<file path="src/rtl/adcbs_consts.svh">
// Purpose: register offsets, field positions, reset values and timing counts
// Assumes: 32-bit apb data, byte addresses, ref_clk at 25 MHz
// Notes: definitions only
// Operation
// - burst mode runs only while burst_enable is one; the code finishes a started burst after burst_enable clears
// - repeat count per burst is 1, 4, 8, 16, 32 or 64
// - burst conversions run on an independent clock of about 25 MHz
// - a whole burst finishes and powers down without the system clock
// - burst mode with converter_enable zero powers down after each burst
// - burst mode with converter_enable one keeps the converter powered
// - a start wakes a powered-down converter, then waits power-up time; the code does so only in burst mode and refuses it otherwise
// - an already powered converter starts tracking at once
// - one start in burst mode gives repeat-count conversions
// - done flag is set only after repeat-count conversions are summed
// - window compare waits until repeat-count conversions are summed
// - burst tracking comes from tracking time and extra_tracking
// - extra_tracking adds three converter clocks of tracking per conversion
// - power-up delay is power_up_time plus one, times 400 ns
// - outside burst mode converter_enable alone sets converter power
`ifndef ADCBS_CONSTS_SVH
`define ADCBS_CONSTS_SVH

// register byte offsets
`define ADCBS_CTRL_OFS 8'h00
`define ADCBS_PWR_OFS 8'h04
`define ADCBS_TRACK_OFS 8'h08
`define ADCBS_STATUS_OFS 8'h0c
`define ADCBS_MASK_OFS 8'h10
`define ADCBS_RESULT_OFS 8'h14
`define ADCBS_GT_OFS 8'h18
`define ADCBS_LT_OFS 8'h1c
`define ADCBS_STATE_OFS 8'h20

// control fields
`define ADCBS_CTRL_EN_BIT 0
`define ADCBS_CTRL_BURST_BIT 1
`define ADCBS_CTRL_XTRK_BIT 2
`define ADCBS_CTRL_REP_LSB 4
`define ADCBS_CTRL_START_BIT 8

// status and mask bits
`define ADCBS_ST_DONE_BIT 0
`define ADCBS_ST_WIN_BIT 1
`define ADCBS_ST_OVR_BIT 2

// reset values
`define ADCBS_PWR_RST 4'hf
`define ADCBS_TRACK_RST 4'h2
`define ADCBS_GT_RST 16'hffff
`define ADCBS_LT_RST 16'h0000

// timing
`define ADCBS_CLK_PERIOD_NS 40
`define ADCBS_PWR_STEP_NS 400
`define ADCBS_PWR_STEP_CYC ((`ADCBS_PWR_STEP_NS + `ADCBS_CLK_PERIOD_NS - 1) / `ADCBS_CLK_PERIOD_NS)
`define ADCBS_XTRK_CYC 3

`endif

</file>
<file path="src/rtl/adcbs_pkg.sv">
// Purpose: types of the burst sequencer
// Assumes: nothing
// Notes: constants live in adcbs_consts.svh
package adcbs_pkg;

   // sequencer states
   typedef enum logic [2:0] {
      ST_IDLE    = 3'b000,
      ST_POWERUP = 3'b001,
      ST_TRACK   = 3'b010,
      ST_CONVERT = 3'b011,
      ST_DONE    = 3'b100
   } adcbs_state_t;

endpackage

</file>
<file path="src/rtl/adcbs_sequencer.sv">
// Purpose: burst-mode conversion sequencer with apb registers
// Assumes: ref_clk is the 25 MHz burst clock; converter core answers conv_done
// Notes: starts are pulses; status bits clear on read, a set in the same cycle wins
`timescale 1ns/100ps
`include "adcbs_consts.svh"
module adcbs_sequencer #(
   parameter int DATA_W = 10,
   parameter int SUM_W = 16
) (
   // clock and reset
   input wire logic ref_clk,
   input wire logic rst_n,
   // apb slave
   input wire logic psel,
   input wire logic penable,
   input wire logic pwrite,
   input wire logic [7:0] paddr,
   input wire logic [31:0] pwdata,
   output logic [31:0] prdata,
   output logic pready,
   output logic pslverr,
   // conversion start trigger
   input wire logic ext_start,
   // converter core
   output logic conv_power,
   output logic conv_track,
   output logic conv_start,
   input wire logic conv_done,
   input wire logic [DATA_W-1:0] conv_data,
   // interrupt
   output logic irq
);

   // configuration registers
   logic converter_enable;
   logic burst_enable;
   logic extra_tracking;
   logic [2:0] repeat_sel;
   logic [3:0] power_up_time;
   logic [3:0] tracking_time;
   logic [SUM_W-1:0] gt_limit;
   logic [SUM_W-1:0] lt_limit;
   logic [2:0] status;
   logic [2:0] mask;

   // sequencer state
   adcbs_pkg::adcbs_state_t state;
   adcbs_pkg::adcbs_state_t next_state;
   logic [6:0] repeat_cnt;
   logic [6:0] conv_cnt;
   logic [SUM_W-1:0] accum;
   logic [SUM_W-1:0] result;
   logic in_burst;
   logic power_on;

   // apb decode
   logic wr_en;
   logic rd_en;
   logic hit_ctrl;
   logic hit_pwr;
   logic hit_track;
   logic hit_status;
   logic hit_mask;
   logic hit_result;
   logic hit_gt;
   logic hit_lt;
   logic hit_state;
   logic mapped;

   assign wr_en = psel & penable & pwrite;
   assign rd_en = psel & penable & ~pwrite;
   assign hit_ctrl = (paddr == `ADCBS_CTRL_OFS);
   assign hit_pwr = (paddr == `ADCBS_PWR_OFS);
   assign hit_track = (paddr == `ADCBS_TRACK_OFS);
   assign hit_status = (paddr == `ADCBS_STATUS_OFS);
   assign hit_mask = (paddr == `ADCBS_MASK_OFS);
   assign hit_result = (paddr == `ADCBS_RESULT_OFS);
   assign hit_gt = (paddr == `ADCBS_GT_OFS);
   assign hit_lt = (paddr == `ADCBS_LT_OFS);
   assign hit_state = (paddr == `ADCBS_STATE_OFS);
   assign mapped = hit_ctrl | hit_pwr | hit_track | hit_status | hit_mask |
                   hit_result | hit_gt | hit_lt | hit_state;

   // zero wait states, error on unmapped address
   assign pready = 1'b1;
   assign pslverr = psel & penable & ~mapped;

   // read data mux
   logic [31:0] rd_mux;
   assign rd_mux =
      hit_ctrl   ? {23'h000000, 1'b0, 1'b0, repeat_sel, 1'b0, extra_tracking,
                    burst_enable, converter_enable} :
      hit_pwr    ? {28'h0000000, power_up_time} :
      hit_track  ? {28'h0000000, tracking_time} :
      hit_status ? {29'h00000000, status} :
      hit_mask   ? {29'h00000000, mask} :
      hit_result ? {{(32-SUM_W){1'b0}}, result} :
      hit_gt     ? {{(32-SUM_W){1'b0}}, gt_limit} :
      hit_lt     ? {{(32-SUM_W){1'b0}}, lt_limit} :
      hit_state  ? {25'h0000000, conv_cnt} :
      32'h00000000;
   assign prdata = rd_en ? rd_mux : 32'h00000000;

   // start request: software write or external pulse
   logic sw_start;
   logic start_req;
   assign sw_start = wr_en & hit_ctrl & pwdata[`ADCBS_CTRL_START_BIT];
   assign start_req = sw_start | ext_start;

   // repeat code to conversion count, unused codes give one
   function automatic logic [6:0] rep_decode(input logic [2:0] code);
      logic [6:0] n;
      n = 7'h01;
      case (code)
         3'h1: n = 7'h04;
         3'h2: n = 7'h08;
         3'h3: n = 7'h10;
         3'h4: n = 7'h20;
         3'h5: n = 7'h40;
         default: n = 7'h01;
      endcase
      return n;
   endfunction

   // timer loads
   logic pwr_load;
   logic trk_load;
   logic pwr_busy;
   logic trk_busy;
   logic [7:0] pwr_cycles;
   logic [7:0] trk_cycles;
   logic [7:0] step_cyc;
   logic [7:0] xtrk_cyc;

   assign step_cyc = 8'(`ADCBS_PWR_STEP_CYC);
   assign xtrk_cyc = 8'(`ADCBS_XTRK_CYC);
   // power-up delay in ref_clk cycles, one less since the timer's zero cycle counts too
   assign pwr_cycles = 8'(({4'h0, power_up_time} + 8'h01) * step_cyc - 8'h01);
   // tracking time plus one, plus optional three extra clocks
   assign trk_cycles = {4'h0, tracking_time} + 8'h01 +
                       (extra_tracking ? xtrk_cyc : 8'h00);

   adcbs_down_counter #(
      .W(8)
   ) u_pwr_timer (
      .ref_clk(ref_clk),
      .rst_n(rst_n),
      .load(pwr_load),
      .load_value(pwr_cycles),
      .busy(pwr_busy)
   );

   adcbs_down_counter #(
      .W(8)
   ) u_trk_timer (
      .ref_clk(ref_clk),
      .rst_n(rst_n),
      .load(trk_load),
      .load_value(trk_cycles),
      .busy(trk_busy)
   );

   // conversion bookkeeping
   logic conv_ok;
   logic last_conv;
   logic idle;
   logic accept;
   logic [SUM_W-1:0] sum_next;
   assign idle = (state == adcbs_pkg::ST_IDLE);
   assign conv_ok = (state == adcbs_pkg::ST_CONVERT) & conv_done;
   assign last_conv = (conv_cnt + 7'h01 == repeat_cnt);
   assign sum_next = accum + SUM_W'(conv_data);
   // a start is taken only when idle and a converter can run
   assign accept = start_req & idle & (burst_enable | converter_enable);

   // next state
   always_comb begin
      next_state = state;
      pwr_load = 1'b0;
      trk_load = 1'b0;
      unique case (state)
         adcbs_pkg::ST_IDLE: begin
            if (accept) begin
               if (burst_enable & ~power_on) begin
                  next_state = adcbs_pkg::ST_POWERUP;
                  pwr_load = 1'b1;
               end else begin
                  next_state = adcbs_pkg::ST_TRACK;
                  trk_load = 1'b1;
               end
            end
         end
         adcbs_pkg::ST_POWERUP: begin
            if (!pwr_busy) begin
               next_state = adcbs_pkg::ST_TRACK;
               trk_load = 1'b1;
            end
         end
         adcbs_pkg::ST_TRACK: begin
            if (!trk_busy) begin
               next_state = adcbs_pkg::ST_CONVERT;
            end
         end
         adcbs_pkg::ST_CONVERT: begin
            if (conv_done) begin
               if (last_conv) begin
                  next_state = adcbs_pkg::ST_DONE;
               end else if (in_burst) begin
                  next_state = adcbs_pkg::ST_TRACK;
                  trk_load = 1'b1;
               end else begin
                  next_state = adcbs_pkg::ST_IDLE;
               end
            end
         end
         adcbs_pkg::ST_DONE: begin
            next_state = adcbs_pkg::ST_IDLE;
         end
         default: begin
            next_state = adcbs_pkg::ST_IDLE;
         end
      endcase
   end

   // state register, runs on the burst clock alone
   always_ff @(posedge ref_clk) begin
      if (!rst_n) begin
         state <= adcbs_pkg::ST_IDLE;
      end else begin
         state <= next_state;
      end
   end

   // repeat count and mode latched at the start of a sequence
   logic seq_open;
   assign seq_open = accept & (conv_cnt == 7'h00);
   always_ff @(posedge ref_clk) begin
      if (!rst_n) begin
         repeat_cnt <= 7'h01;
         in_burst <= 1'b0;
      end else if (seq_open) begin
         repeat_cnt <= rep_decode(repeat_sel);
         in_burst <= burst_enable;
      end
   end

   // conversion counter and accumulator
   always_ff @(posedge ref_clk) begin
      if (!rst_n) begin
         conv_cnt <= 7'h00;
         accum <= '0;
         result <= '0;
      end else if (conv_ok) begin
         if (last_conv) begin
            conv_cnt <= 7'h00;
            accum <= '0;
            result <= sum_next;
         end else begin
            conv_cnt <= conv_cnt + 7'h01;
            accum <= sum_next;
         end
      end
   end

   // converter power: burst idle state follows converter_enable
   logic next_power;
   assign next_power = burst_enable ? (converter_enable | ~idle | accept)
                                    : converter_enable;
   always_ff @(posedge ref_clk) begin
      if (!rst_n) begin
         power_on <= 1'b0;
      end else begin
         power_on <= next_power;
      end
   end

   // converter strobes
   logic next_conv_start;
   assign next_conv_start = (state == adcbs_pkg::ST_TRACK) & ~trk_busy;
   always_ff @(posedge ref_clk) begin
      if (!rst_n) begin
         conv_start <= 1'b0;
         conv_track <= 1'b0;
      end else begin
         conv_start <= next_conv_start;
         conv_track <= (next_state == adcbs_pkg::ST_TRACK);
      end
   end
   assign conv_power = power_on;

   // events for the status register
   logic ev_done;
   logic ev_win;
   logic ev_ovr;
   logic [2:0] ev_set;
   assign ev_done = (state == adcbs_pkg::ST_DONE);
   // window compare only on the finished sum
   assign ev_win = ev_done & ((result > gt_limit) | (result < lt_limit));
   // a start that cannot be taken is reported
   assign ev_ovr = start_req & ~accept;
   assign ev_set = {ev_ovr, ev_win, ev_done};

   // sticky status, read clears, set wins
   logic [2:0] next_status;
   assign next_status = (rd_en & hit_status) ? ev_set : (status | ev_set);
   always_ff @(posedge ref_clk) begin
      if (!rst_n) begin
         status <= 3'h0;
      end else begin
         status <= next_status;
      end
   end

   // level interrupt
   always_ff @(posedge ref_clk) begin
      if (!rst_n) begin
         irq <= 1'b0;
      end else begin
         irq <= |(next_status & mask);
      end
   end

   // control register writes
   always_ff @(posedge ref_clk) begin
      if (!rst_n) begin
         converter_enable <= 1'b0;
         burst_enable <= 1'b0;
         extra_tracking <= 1'b0;
         repeat_sel <= 3'h0;
      end else if (wr_en & hit_ctrl) begin
         converter_enable <= pwdata[`ADCBS_CTRL_EN_BIT];
         burst_enable <= pwdata[`ADCBS_CTRL_BURST_BIT];
         extra_tracking <= pwdata[`ADCBS_CTRL_XTRK_BIT];
         repeat_sel <= pwdata[`ADCBS_CTRL_REP_LSB +: 3];
      end
   end

   // timing register writes
   always_ff @(posedge ref_clk) begin
      if (!rst_n) begin
         power_up_time <= `ADCBS_PWR_RST;
         tracking_time <= `ADCBS_TRACK_RST;
      end else begin
         if (wr_en & hit_pwr) begin
            power_up_time <= pwdata[3:0];
         end
         if (wr_en & hit_track) begin
            tracking_time <= pwdata[3:0];
         end
      end
   end

   // window limits and mask
   always_ff @(posedge ref_clk) begin
      if (!rst_n) begin
         gt_limit <= `ADCBS_GT_RST;
         lt_limit <= `ADCBS_LT_RST;
         mask <= 3'h0;
      end else begin
         if (wr_en & hit_gt) begin
            gt_limit <= pwdata[SUM_W-1:0];
         end
         if (wr_en & hit_lt) begin
            lt_limit <= pwdata[SUM_W-1:0];
         end
         if (wr_en & hit_mask) begin
            mask <= pwdata[2:0];
         end
      end
   end

endmodule

</file>
<file path="src/rtl/adcbs_down_counter.sv">
// Purpose: loadable down counter used for power-up and tracking delays
// Assumes: load_value is at least one
// Notes: busy stays high from the edge after load until the count runs out
`timescale 1ns/100ps
module adcbs_down_counter #(
   parameter int W = 8
) (
   // clock and reset
   input wire logic ref_clk,
   input wire logic rst_n,
   // control
   input wire logic load,
   input wire logic [W-1:0] load_value,
   // status
   output logic busy
);

   logic [W-1:0] count;
   logic [W-1:0] next_count;

   // load wins, otherwise count down to zero
   assign next_count = load ? load_value :
                       (count != '0) ? count - {{(W-1){1'b0}}, 1'b1} : count;
   assign busy = (count != '0);

   // counter register
   always_ff @(posedge ref_clk) begin
      if (!rst_n) begin
         count <= '0;
      end else begin
         count <= next_count;
      end
   end

endmodule

</file>
<file path="config.mk">
export PLATFORM = sky130hd
export DESIGN_NAME = adcbs_sequencer
export DESIGN_NICKNAME = d
export VERILOG_FILES = /design/src/rtl/adcbs_pkg.sv /design/src/rtl/adcbs_sequencer.sv /design/src/rtl/adcbs_down_counter.sv
export VERILOG_INCLUDE_DIRS = /design/src /design/src/rtl
export SDC_FILE = /design/constraint.sdc
export NUM_CORES = 1
export LEC_CHECK = 0
export BUFFER_PORTS_ARGS = -buffer_cell sky130_fd_sc_hd__buf_4
export CORE_MARGIN = 3
export CORE_UTILIZATION = 30
export DETAILED_ROUTE_END_ITERATION = 16
export SETUP_SLACK_MARGIN = 0.5
export SLEW_MARGIN = 20
export SYNTH_ARGS = -nofsm -noshare
export SYNTH_HDL_FRONTEND = slang
export SYNTH_HIERARCHICAL = 1
export SYNTH_SLANG_ARGS = --single-unit
</file>
<file path="constraint.sdc">
create_clock -name ref_clk -period 8.9 [get_ports ref_clk]
set_clock_uncertainty 0.2 [all_clocks]
set_input_delay 1.78 -clock ref_clk [delete_from_list [all_inputs] [get_ports ref_clk]]
set_output_delay 1.78 -clock ref_clk [all_outputs]
set_load 0.01 [all_outputs]
</file>
==> flow_summary.json, run 1 <==
{
  "clk_pin_slew_ps": 60,
  "routed_wirelength_mm": 21.4,
  "worstSetupEndpointType": "primary output",
  "synth_top_area_share_pct": 31.5,
  "min_period_ps": 6420,
  "ir_drop_mv": 0.119,
  "synthCells": 936,
  "drv_slew": 0,
  "cts_setup_buffers": 0,
  "reg2reg_setup_slack_ps": 4870,
  "required_ps": 6920,
  "outcome": "completed",
  "synth_top_area_cell": "dfxtp_1",
  "drt-initial-drc-count": 512,
  "fin_cells": 1317,
  "max_slew_margin_pct": 34.3,
  "worst_slack_ps": 2480,
  "dpl-instance-area_sq_um": 8340,
  "fillers": 2576,
  "critPathLaunchType": "primary input",
  "synth-edff-count": 0,
  "synth_seq_cells": 121,
  "setup_violations": 0,
  "grt_pass1_vias": 6610,
  "layout-drive-gt1-share_pct": 12.5,
  "powerDensity_nw_per_um2": 174,
  "die_w_um": 166,
  "globalplace.congestion": 0.823,
  "final_common_cell": "dfxtp_1",
  "antenna_cells": 0,
  "antenna_found_initial": 0,
  "hold_end": "lt_limit[6]",
  "synth_cell_type_count": 81,
  "synth_area_leaders": "dfxtp_1, ha_1, nand2_1",
  "slowest_stage": "a2111oi_0",
  "async_reset_ff_share_pct": 0,
  "pre_cts_ws_ps": 2560,
  "grt_pass1_wl_mm": 35.0,
  "ctsHtreeMaxLevel": 4,
  "initial_utilization_pct": 31.1,
  "mostFrequentLayoutCells": "dfxtp_1, nand2_1, a21oi_1",
  "vias_per_cell": 5.21,
  "die_area_sq_um": 27600,
  "syn_area_per_cell_sq_um": 8.21,
  "cts_resized": 0,
  "ys.flop_type": "dfxtp_1",
  "num-nets-final": 1098,
  "yosysSeqAreaShare_pct": 31.5,
  "crit_arrival_ps": 4440,
  "root_buffer": "clkbuf_16",
  "syn2layout_area_growth_pct": 15.9,
  "utilization_pct": 36.0,
  "grt_setup_unrepaired": "false",
  "path_class": "primary input to primary output",
  "hold_ws_ps": 264,
  "crit_chain": "buf_4 > or4b_4 > nor3_4 > o21ai_0 > o21ai_0 > a222oi_1 > a2111oi_0 > buf_4",
  "syn_area_sq_um": 7680,
  "hold_depth": 2,
  "clock_latency_ps": 420,
  "drc": 0,
  "cpPeakStageDelay_ps": 790,
  "min-delay-start": "lt_limit[6]",
  "r2r_start": "conv_cnt[0]",
  "cap_violations": 0,
  "timing.fmax_ghz": 0.156,
  "cts_sinks": 121,
  "hold_buffers": 0,
  "final_design_area_no_fill_sq_um": 8910,
  "cp_top_family": "compound AO/OA/AOI/OAI gates",
  "placedCellCount": 1287,
  "timing.rr.end": "u_trk_timer/count[3]",
  "wl_per_cell_um": 16.3,
  "synth.yosys.warnings": 6,
  "fin_tns_setup_ps": 0,
  "hp-class": "flop to flop",
  "ant_nets": 0,
  "die_h_um": 166,
  "cp_num_buf_inv": 2,
  "dr.pass1.iters": 7,
  "grt_max_degree": 53,
  "io-pin-count": 95,
  "power_leakage_nw": 3.75,
  "hold_violations": 0,
  "rows": 57,
  "crit_fanout": 6,
  "dp_hpwl_mm": 15.9,
  "overflow": 0,
  "gr-usage-all-layers_pct": 15.5,
  "vias": 6866,
  "period_share_pct": 72.1,
  "rr_worst_depth": 10,
  "clk_path_buf_depth": 2,
  "numCtsBuffers": 17,
  "portBuffers": 61,
  "design.core.area_sq_um": 24700,
  "worst_slew_pin_slew_ps": 985,
  "cts_tree": "built",
  "power_mw": 1.55
}
==> synth_stat cells, types with 17 or more instances <==
| master | instances |
|---|---|
| xnor2_1 | 21 |
| clkbuf_1 | 28 |
| a22o_1 | 18 |
| mux2i_1 | 30 |
| o211ai_1 | 23 |
| a21oi_1 | 74 |
| nand2_1 | 105 |
| nand3_1 | 33 |
| buf_4 | 18 |
| inv_1 | 64 |
| nor3_1 | 17 |
| nor2_1 | 69 |
| o21ai_0 | 41 |
| ha_1 | 56 |
| dfxtp_1 | 121 |
==> tightest hold or removal path: cells and delay by family (launching register included) <==
| family | cells | cell delay (ps) |
|---|---|---|
| compound gates | 1 | 60 |
| flops | 1 | 310 |
| simple gates | 1 | 50 |
==> report_power, final <==
group          internal, mW  total, mW  leakage, nW  switching [mW]
combinational         0.124      0.272         2.50           0.148
clock                 0.415      0.672        0.278           0.257
sequential            0.571      0.607        0.979          0.0361
==> layout make-up <==
cell class	instances	area (sq um)	share of cell area (%)
clock inverters	12	126	1.42
repair buffers	67	503	5.65
inverters	67	251	2.82
flip-flops and latches	121	2420	27.2
clock buffers	18	439	4.93
well taps	324	405	4.55
multi-input cells	708	4760	53.4
==> logic make-up (layout without fill, tap and decap cells) <==
kind of cell / after synthesis / in the layout / share of synthesized area, %
xor gates and xnor gates: 31 / 31 / 3.53
muxes: 32 / 32 / 4.20
AOI/OAI and AO/OA: 251 / 251 / 21.9
and+or+nand+nor: 314 / 314 / 21.3
buffers and inverters: 126 / 164 / 7.57
adders and majority gates: 59 / 59 / 9.90
DFF: 121 / 121 / 31.5
other: 2 / 21 / 0.0977
==> worst max-delay path by stage <==
stage / startpoint / to / cells after the start
3_5_place_dp: paddr[5] / prdata[0] / 8
6_report: paddr[5] / prdata[0] / 8
4_1_cts: paddr[5] / prdata[0] / 8
3_3_place_gp: paddr[5] / prdata[0] / 8
2_1_floorplan: paddr[5] / prdata[0] / 6
5_1_grt: paddr[5] / prdata[0] / 8
==> metal layers <==
metal | track usage (%) | share of wire, %
met1 | 21.4 | 48
met2 | 24.5 | 45
met3 | 3.05 | 5.7
met5 | 0 | 0
met4 | 5.17 | 1.4
==> sequential cells by signal, indices dropped and copies added, names as in the netlist, 4 cells and up <==
signal / count
accum: 16
gt_limit: 16
lt_limit: 16
result: 16
u_pwr_timer/count: 8
u_trk_timer/count: 8
conv_cnt: 7
repeat_cnt: 6
power_up_time: 4
tracking_time: 4
Note: power is estimated with default switching activity, not from simulation.
==> run 2: changes to the inputs <==
- clock period: 8.9 -> 6.4 ns (I/O delays scaled with it)
==> run 2 against run 1 <==
  * Clock-buffer cell count increased by 2
  * Sequential share of layout area shrank 0.13 points
  * Critical path depth is the same
  * Core utilization rose by 0.17 points
  * Hold slack lost 8.5 ps
  * Die area did not move
  * Combinational power is 40% higher
  * Cell count grew 0.15%
  * Clock power increased by 46%
  * First-iteration DRC count increased by 4.1%
  * Setup slack got worse by 1600 ps
  * Flip-flop and latch count unchanged
==> flow_summary.json, run 2 (synthesized netlist as in run 1, its figures left out) <==
{
  "layout-drive-gt1-share_pct": 12.5,
  "fin_tns_setup_ps": 0,
  "ctsHtreeMaxLevel": 4,
  "root_buffer": "clkbuf_16",
  "grt_setup_unrepaired": "false",
  "crit_arrival_ps": 4080,
  "crit_fanout": 6,
  "cpPeakStageDelay_ps": 910,
  "dr.pass1.iters": 9,
  "die_w_um": 166,
  "critPathLaunchType": "primary input",
  "drt-initial-drc-count": 533,
  "clock_latency_ps": 430,
  "hold_end": "lt_limit[5]",
  "min-delay-start": "lt_limit[5]",
  "antenna_found_initial": 0,
  "path_class": "primary input to primary output",
  "cts_tree": "built",
  "hold_buffers": 0,
  "cts_resized": 0,
  "gr-usage-all-layers_pct": 15.3,
  "io-pin-count": 95,
  "rows": 57,
  "r2r_start": "conv_cnt[0]",
  "antenna_cells": 0,
  "outcome": "completed",
  "cts_setup_buffers": 0,
  "slowest_stage": "a2111oi_0",
  "vias": 6899,
  "dp_hpwl_mm": 15.9,
  "die_h_um": 166,
  "rr_worst_depth": 10,
  "min_period_ps": 5560,
  "power_leakage_nw": 3.76,
  "cap_violations": 0,
  "reg2reg_setup_slack_ps": 2270,
  "overflow": 0,
  "hp-class": "flop to flop",
  "fillers": 2599,
  "die_area_sq_um": 27600,
  "setup_violations": 0,
  "syn2layout_area_growth_pct": 16.5,
  "num-nets-final": 1099,
  "routed_wirelength_mm": 21.3,
  "period_share_pct": 86.8,
  "max_slew_margin_pct": 27.4,
  "clk_path_buf_depth": 2,
  "worst_slew_pin_slew_ps": 1060,
  "clk_pin_slew_ps": 50,
  "wl_per_cell_um": 16.1,
  "worstSetupEndpointType": "primary output",
  "drv_slew": 0,
  "required_ps": 4920,
  "cts_sinks": 121,
  "timing.fmax_ghz": 0.180,
  "hold_violations": 0,
  "ir_drop_mv": 0.171,
  "grt_max_degree": 40,
  "cp_num_buf_inv": 2,
  "worst_slack_ps": 843,
  "globalplace.congestion": 0.845,
  "grt_pass1_wl_mm": 34.4,
  "grt_pass1_vias": 6492,
  "final_common_cell": "dfxtp_1",
  "initial_utilization_pct": 31.1,
  "crit_chain": "buf_4 > or4b_4 > nor3_4 > o21ai_0 > o21ai_0 > a222oi_1 > a2111oi_0 > buf_4",
  "timing.rr.end": "u_trk_timer/count[3]",
  "portBuffers": 61,
  "ant_nets": 0,
  "hold_depth": 2,
  "vias_per_cell": 5.23,
  "mostFrequentLayoutCells": "dfxtp_1, nand2_1, a21oi_1",
  "powerDensity_nw_per_um2": 246,
  "cp_top_family": "compound AO/OA/AOI/OAI gates",
  "design.core.area_sq_um": 24700,
  "pre_cts_ws_ps": 1030,
  "numCtsBuffers": 17,
  "drc": 0
}
## run 2: power by group
| group | internal [mW] | total, mW | switching (mW) |
|---|---|---|---|
| Combinational | 0.173 | 0.380 | 0.207 |
| Clock | 0.620 | 0.982 | 0.362 |
| Sequential | 0.795 | 0.844 | 0.0496 |
| Total | 1.59 | 2.21 | 0.619 |
## run 2: tightest hold or removal path, cell delays in order (launching register included)
cell and delay (ps):
dfxtp_1 310, nand2_1 50, a21oi_1 50
## run 2: per-layer routing
layer / wire [um] / GRT usage (%)
met5: 0 / 0
met4: 364 / 4.45
met3: 1060 / 3.05
met2: 9590 / 24.4
met1: 10300 / 20.9
## run 2: final cells by class
type	instances	area, sq um	share of cell area, %
Clock buffer	20	447	4.99
Clock inverter	11	148	1.65
Inverter	67	251	2.81
Multi-Input combinational cell	708	4760	53.2
Sequential cell	121	2420	27.1
Tap cell	324	405	4.53
Timing Repair Buffer	68	515	5.76
## run 2: worst max-delay path by stage
stage | from | slack (ps) | endpoint | cells past startpoint
after global routing | paddr[5] | 900 | prdata[0] | 8
after floorplan | paddr[5] | 1770 | prdata[0] | 6
after CTS | paddr[5] | 1010 | prdata[0] | 8
after global placement | paddr[5] | 1070 | prdata[0] | 8
after detailed placement | paddr[5] | 1030 | prdata[0] | 8
final | paddr[5] | 840 | prdata[0] | 8
## run 2: per-stage QoR
step                      util, %  hold WS, ps  instance area [sq um]  instances  power, mW
after floorplan                 -          236                   7760        955       1.15
after global placement       33.7          244                   8340       1286       1.23
after detailed placement     33.7          250                   8340       1286       1.24
after CTS                    36.1          258                   8930       1317       2.22
after global routing         36.2          277                   8950       1319       2.31
final                        36.2          256                   8950       1319       2.21
==> run 3: changes to the inputs <==
==> constraint.sdc (replaced) <==
create_clock -name ref_clk -period 6.7 [get_ports ref_clk]
set_clock_uncertainty 0.2 [all_clocks]
set_input_delay 1.34 -clock ref_clk [delete_from_list [all_inputs] [get_ports ref_clk]]
set_output_delay 1.34 -clock ref_clk [all_outputs]
set_load 0.005 [all_outputs]
==> run 3 against run 2 <==
  * Global-route usage rose by 0.35 points
  * Clock-buffer cell count fell by 1
  * Die area did not move
  * Largest power group unchanged
==> flow_summary.json, run 3 (synthesized netlist as in run 1, its figures left out) <==
{
  "rr_worst_depth": 10,
  "die_area_sq_um": 27600,
  "portBuffers": 61,
  "critPathLaunchType": "primary input",
  "antenna_found_initial": 0,
  "root_buffer": "clkbuf_16",
  "layout-drive-gt1-share_pct": 12.6,
  "fillers": 2533,
  "max_slew_margin_pct": 28.2,
  "fin_cells": 1319,
  "required_ps": 5160,
  "placedCellCount": 1286,
  "drt-initial-drc-count": 523,
  "cts_tree": "built",
  "timing.fmax_ghz": 0.178,
  "cts_setup_buffers": 0,
  "hold_depth": 2,
  "wl_per_cell_um": 16.2,
  "utilization_pct": 36.3,
  "period_share_pct": 83.9,
  "vias": 6850,
  "powerDensity_nw_per_um2": 241,
  "initial_utilization_pct": 31.1,
  "outcome": "completed",
  "path_class": "primary input to primary output",
  "dr.pass1.iters": 6,
  "design.core.area_sq_um": 24700,
  "worstSetupEndpointType": "primary output",
  "power_mw": 2.17,
  "ant_nets": 0,
  "io-pin-count": 95,
  "grt_max_degree": 33,
  "grt_setup_unrepaired": "false",
  "setup_violations": 0,
  "routed_wirelength_mm": 21.4,
  "cts_resized": 0,
  "syn2layout_area_growth_pct": 16.9,
  "crit_fanout": 6,
  "rows": 57,
  "ir_drop_mv": 0.150,
  "drc": 0,
  "min_period_ps": 5620,
  "hp-class": "flop to flop",
  "dp_hpwl_mm": 15.9,
  "cpPeakStageDelay_ps": 900,
  "cap_violations": 0,
  "vias_per_cell": 5.19,
  "antenna_cells": 0,
  "globalplace.congestion": 0.837,
  "grt_pass1_wl_mm": 35.4,
  "worst_slew_pin_slew_ps": 1050,
  "clock_latency_ps": 420,
  "slowest_stage": "a2111oi_0",
  "final_common_cell": "dfxtp_1",
  "clk_pin_slew_ps": 60,
  "ctsHtreeMaxLevel": 4,
  "die_w_um": 166,
  "overflow": 0,
  "die_h_um": 166,
  "hold_buffers": 0,
  "cts_sinks": 121,
  "numCtsBuffers": 17,
  "power_leakage_nw": 3.78,
  "num-nets-final": 1098,
  "grt_pass1_vias": 6654,
  "fin_tns_setup_ps": 0,
  "crit_arrival_ps": 4080,
  "drv_slew": 0,
  "clk_path_buf_depth": 2,
  "gr-usage-all-layers_pct": 15.6,
  "hold_violations": 0,
  "mostFrequentLayoutCells": "dfxtp_1, nand2_1, a21oi_1",
  "crit_chain": "buf_4 > or4b_4 > nor3_4 > o21ai_0 > o21ai_0 > a222oi_1 > a2111oi_0 > buf_4"
}
run 3: area by class of cell:
class / instances / area (sq um) / share of cell area [%]
sequential: 121 / 2420 / 27.0
clock inverter: 13 / 189 / 2.10
tap: 324 / 405 / 4.51
clock buffer: 19 / 443 / 4.93
inverter: 67 / 251 / 2.80
multi-input combinational: 708 / 4760 / 53.0
timing repair buffer: 67 / 510 / 5.68
run 3: worst max-delay path, delay by kind of cell:
kind	cells	cell delay [ps]
AO/OA/AOI/OAI	4	1570
AND/OR/NAND/NOR	2	770
buffers and inverters	2	380
run 3: path summary, 6_finish.rpt:
| path | start | end | slack, ps |
|---|---|---|---|
| worst min-delay path | lt_limit[5] | lt_limit[5] | 260 |
| worst max-delay path | paddr[5] | prdata[0] | 1080 |
| worst min register to register | lt_limit[5] | lt_limit[5] | 260 |
| worst max register to register | conv_cnt[0] | u_trk_timer/count[3] | 2630 |
run 3: per-stage QoR:
stage | hold slack, ps | area, sq um | worst slack, ps
2_1_floorplan | 236 | 7760 | 2180
3_3_place_gp | 244 | 8340 | 1270
3_5_place_dp | 248 | 8340 | 1210
4_1_cts | 256 | 8970 | 1200
5_1_grt | 276 | 8980 | 1050
6_report | 255 | 8980 | 1080
run 3: metal layers:
layer	up-vias	part of all wire [%]	GRT usage, %
li1	3438	-	-
met1	3222	49	21.6
met2	167	45	25.1
met3	23	4.7	2.88
met4	0	1.3	4.30
met5	-	0	0
run 3: where the power goes:
group          internal, mW  leakage (nW)  switching (mW)
clock                 0.637         0.305           0.364
sequential            0.759         0.979          0.0464
combinational         0.165          2.50           0.196
total                  1.56          3.78           0.606
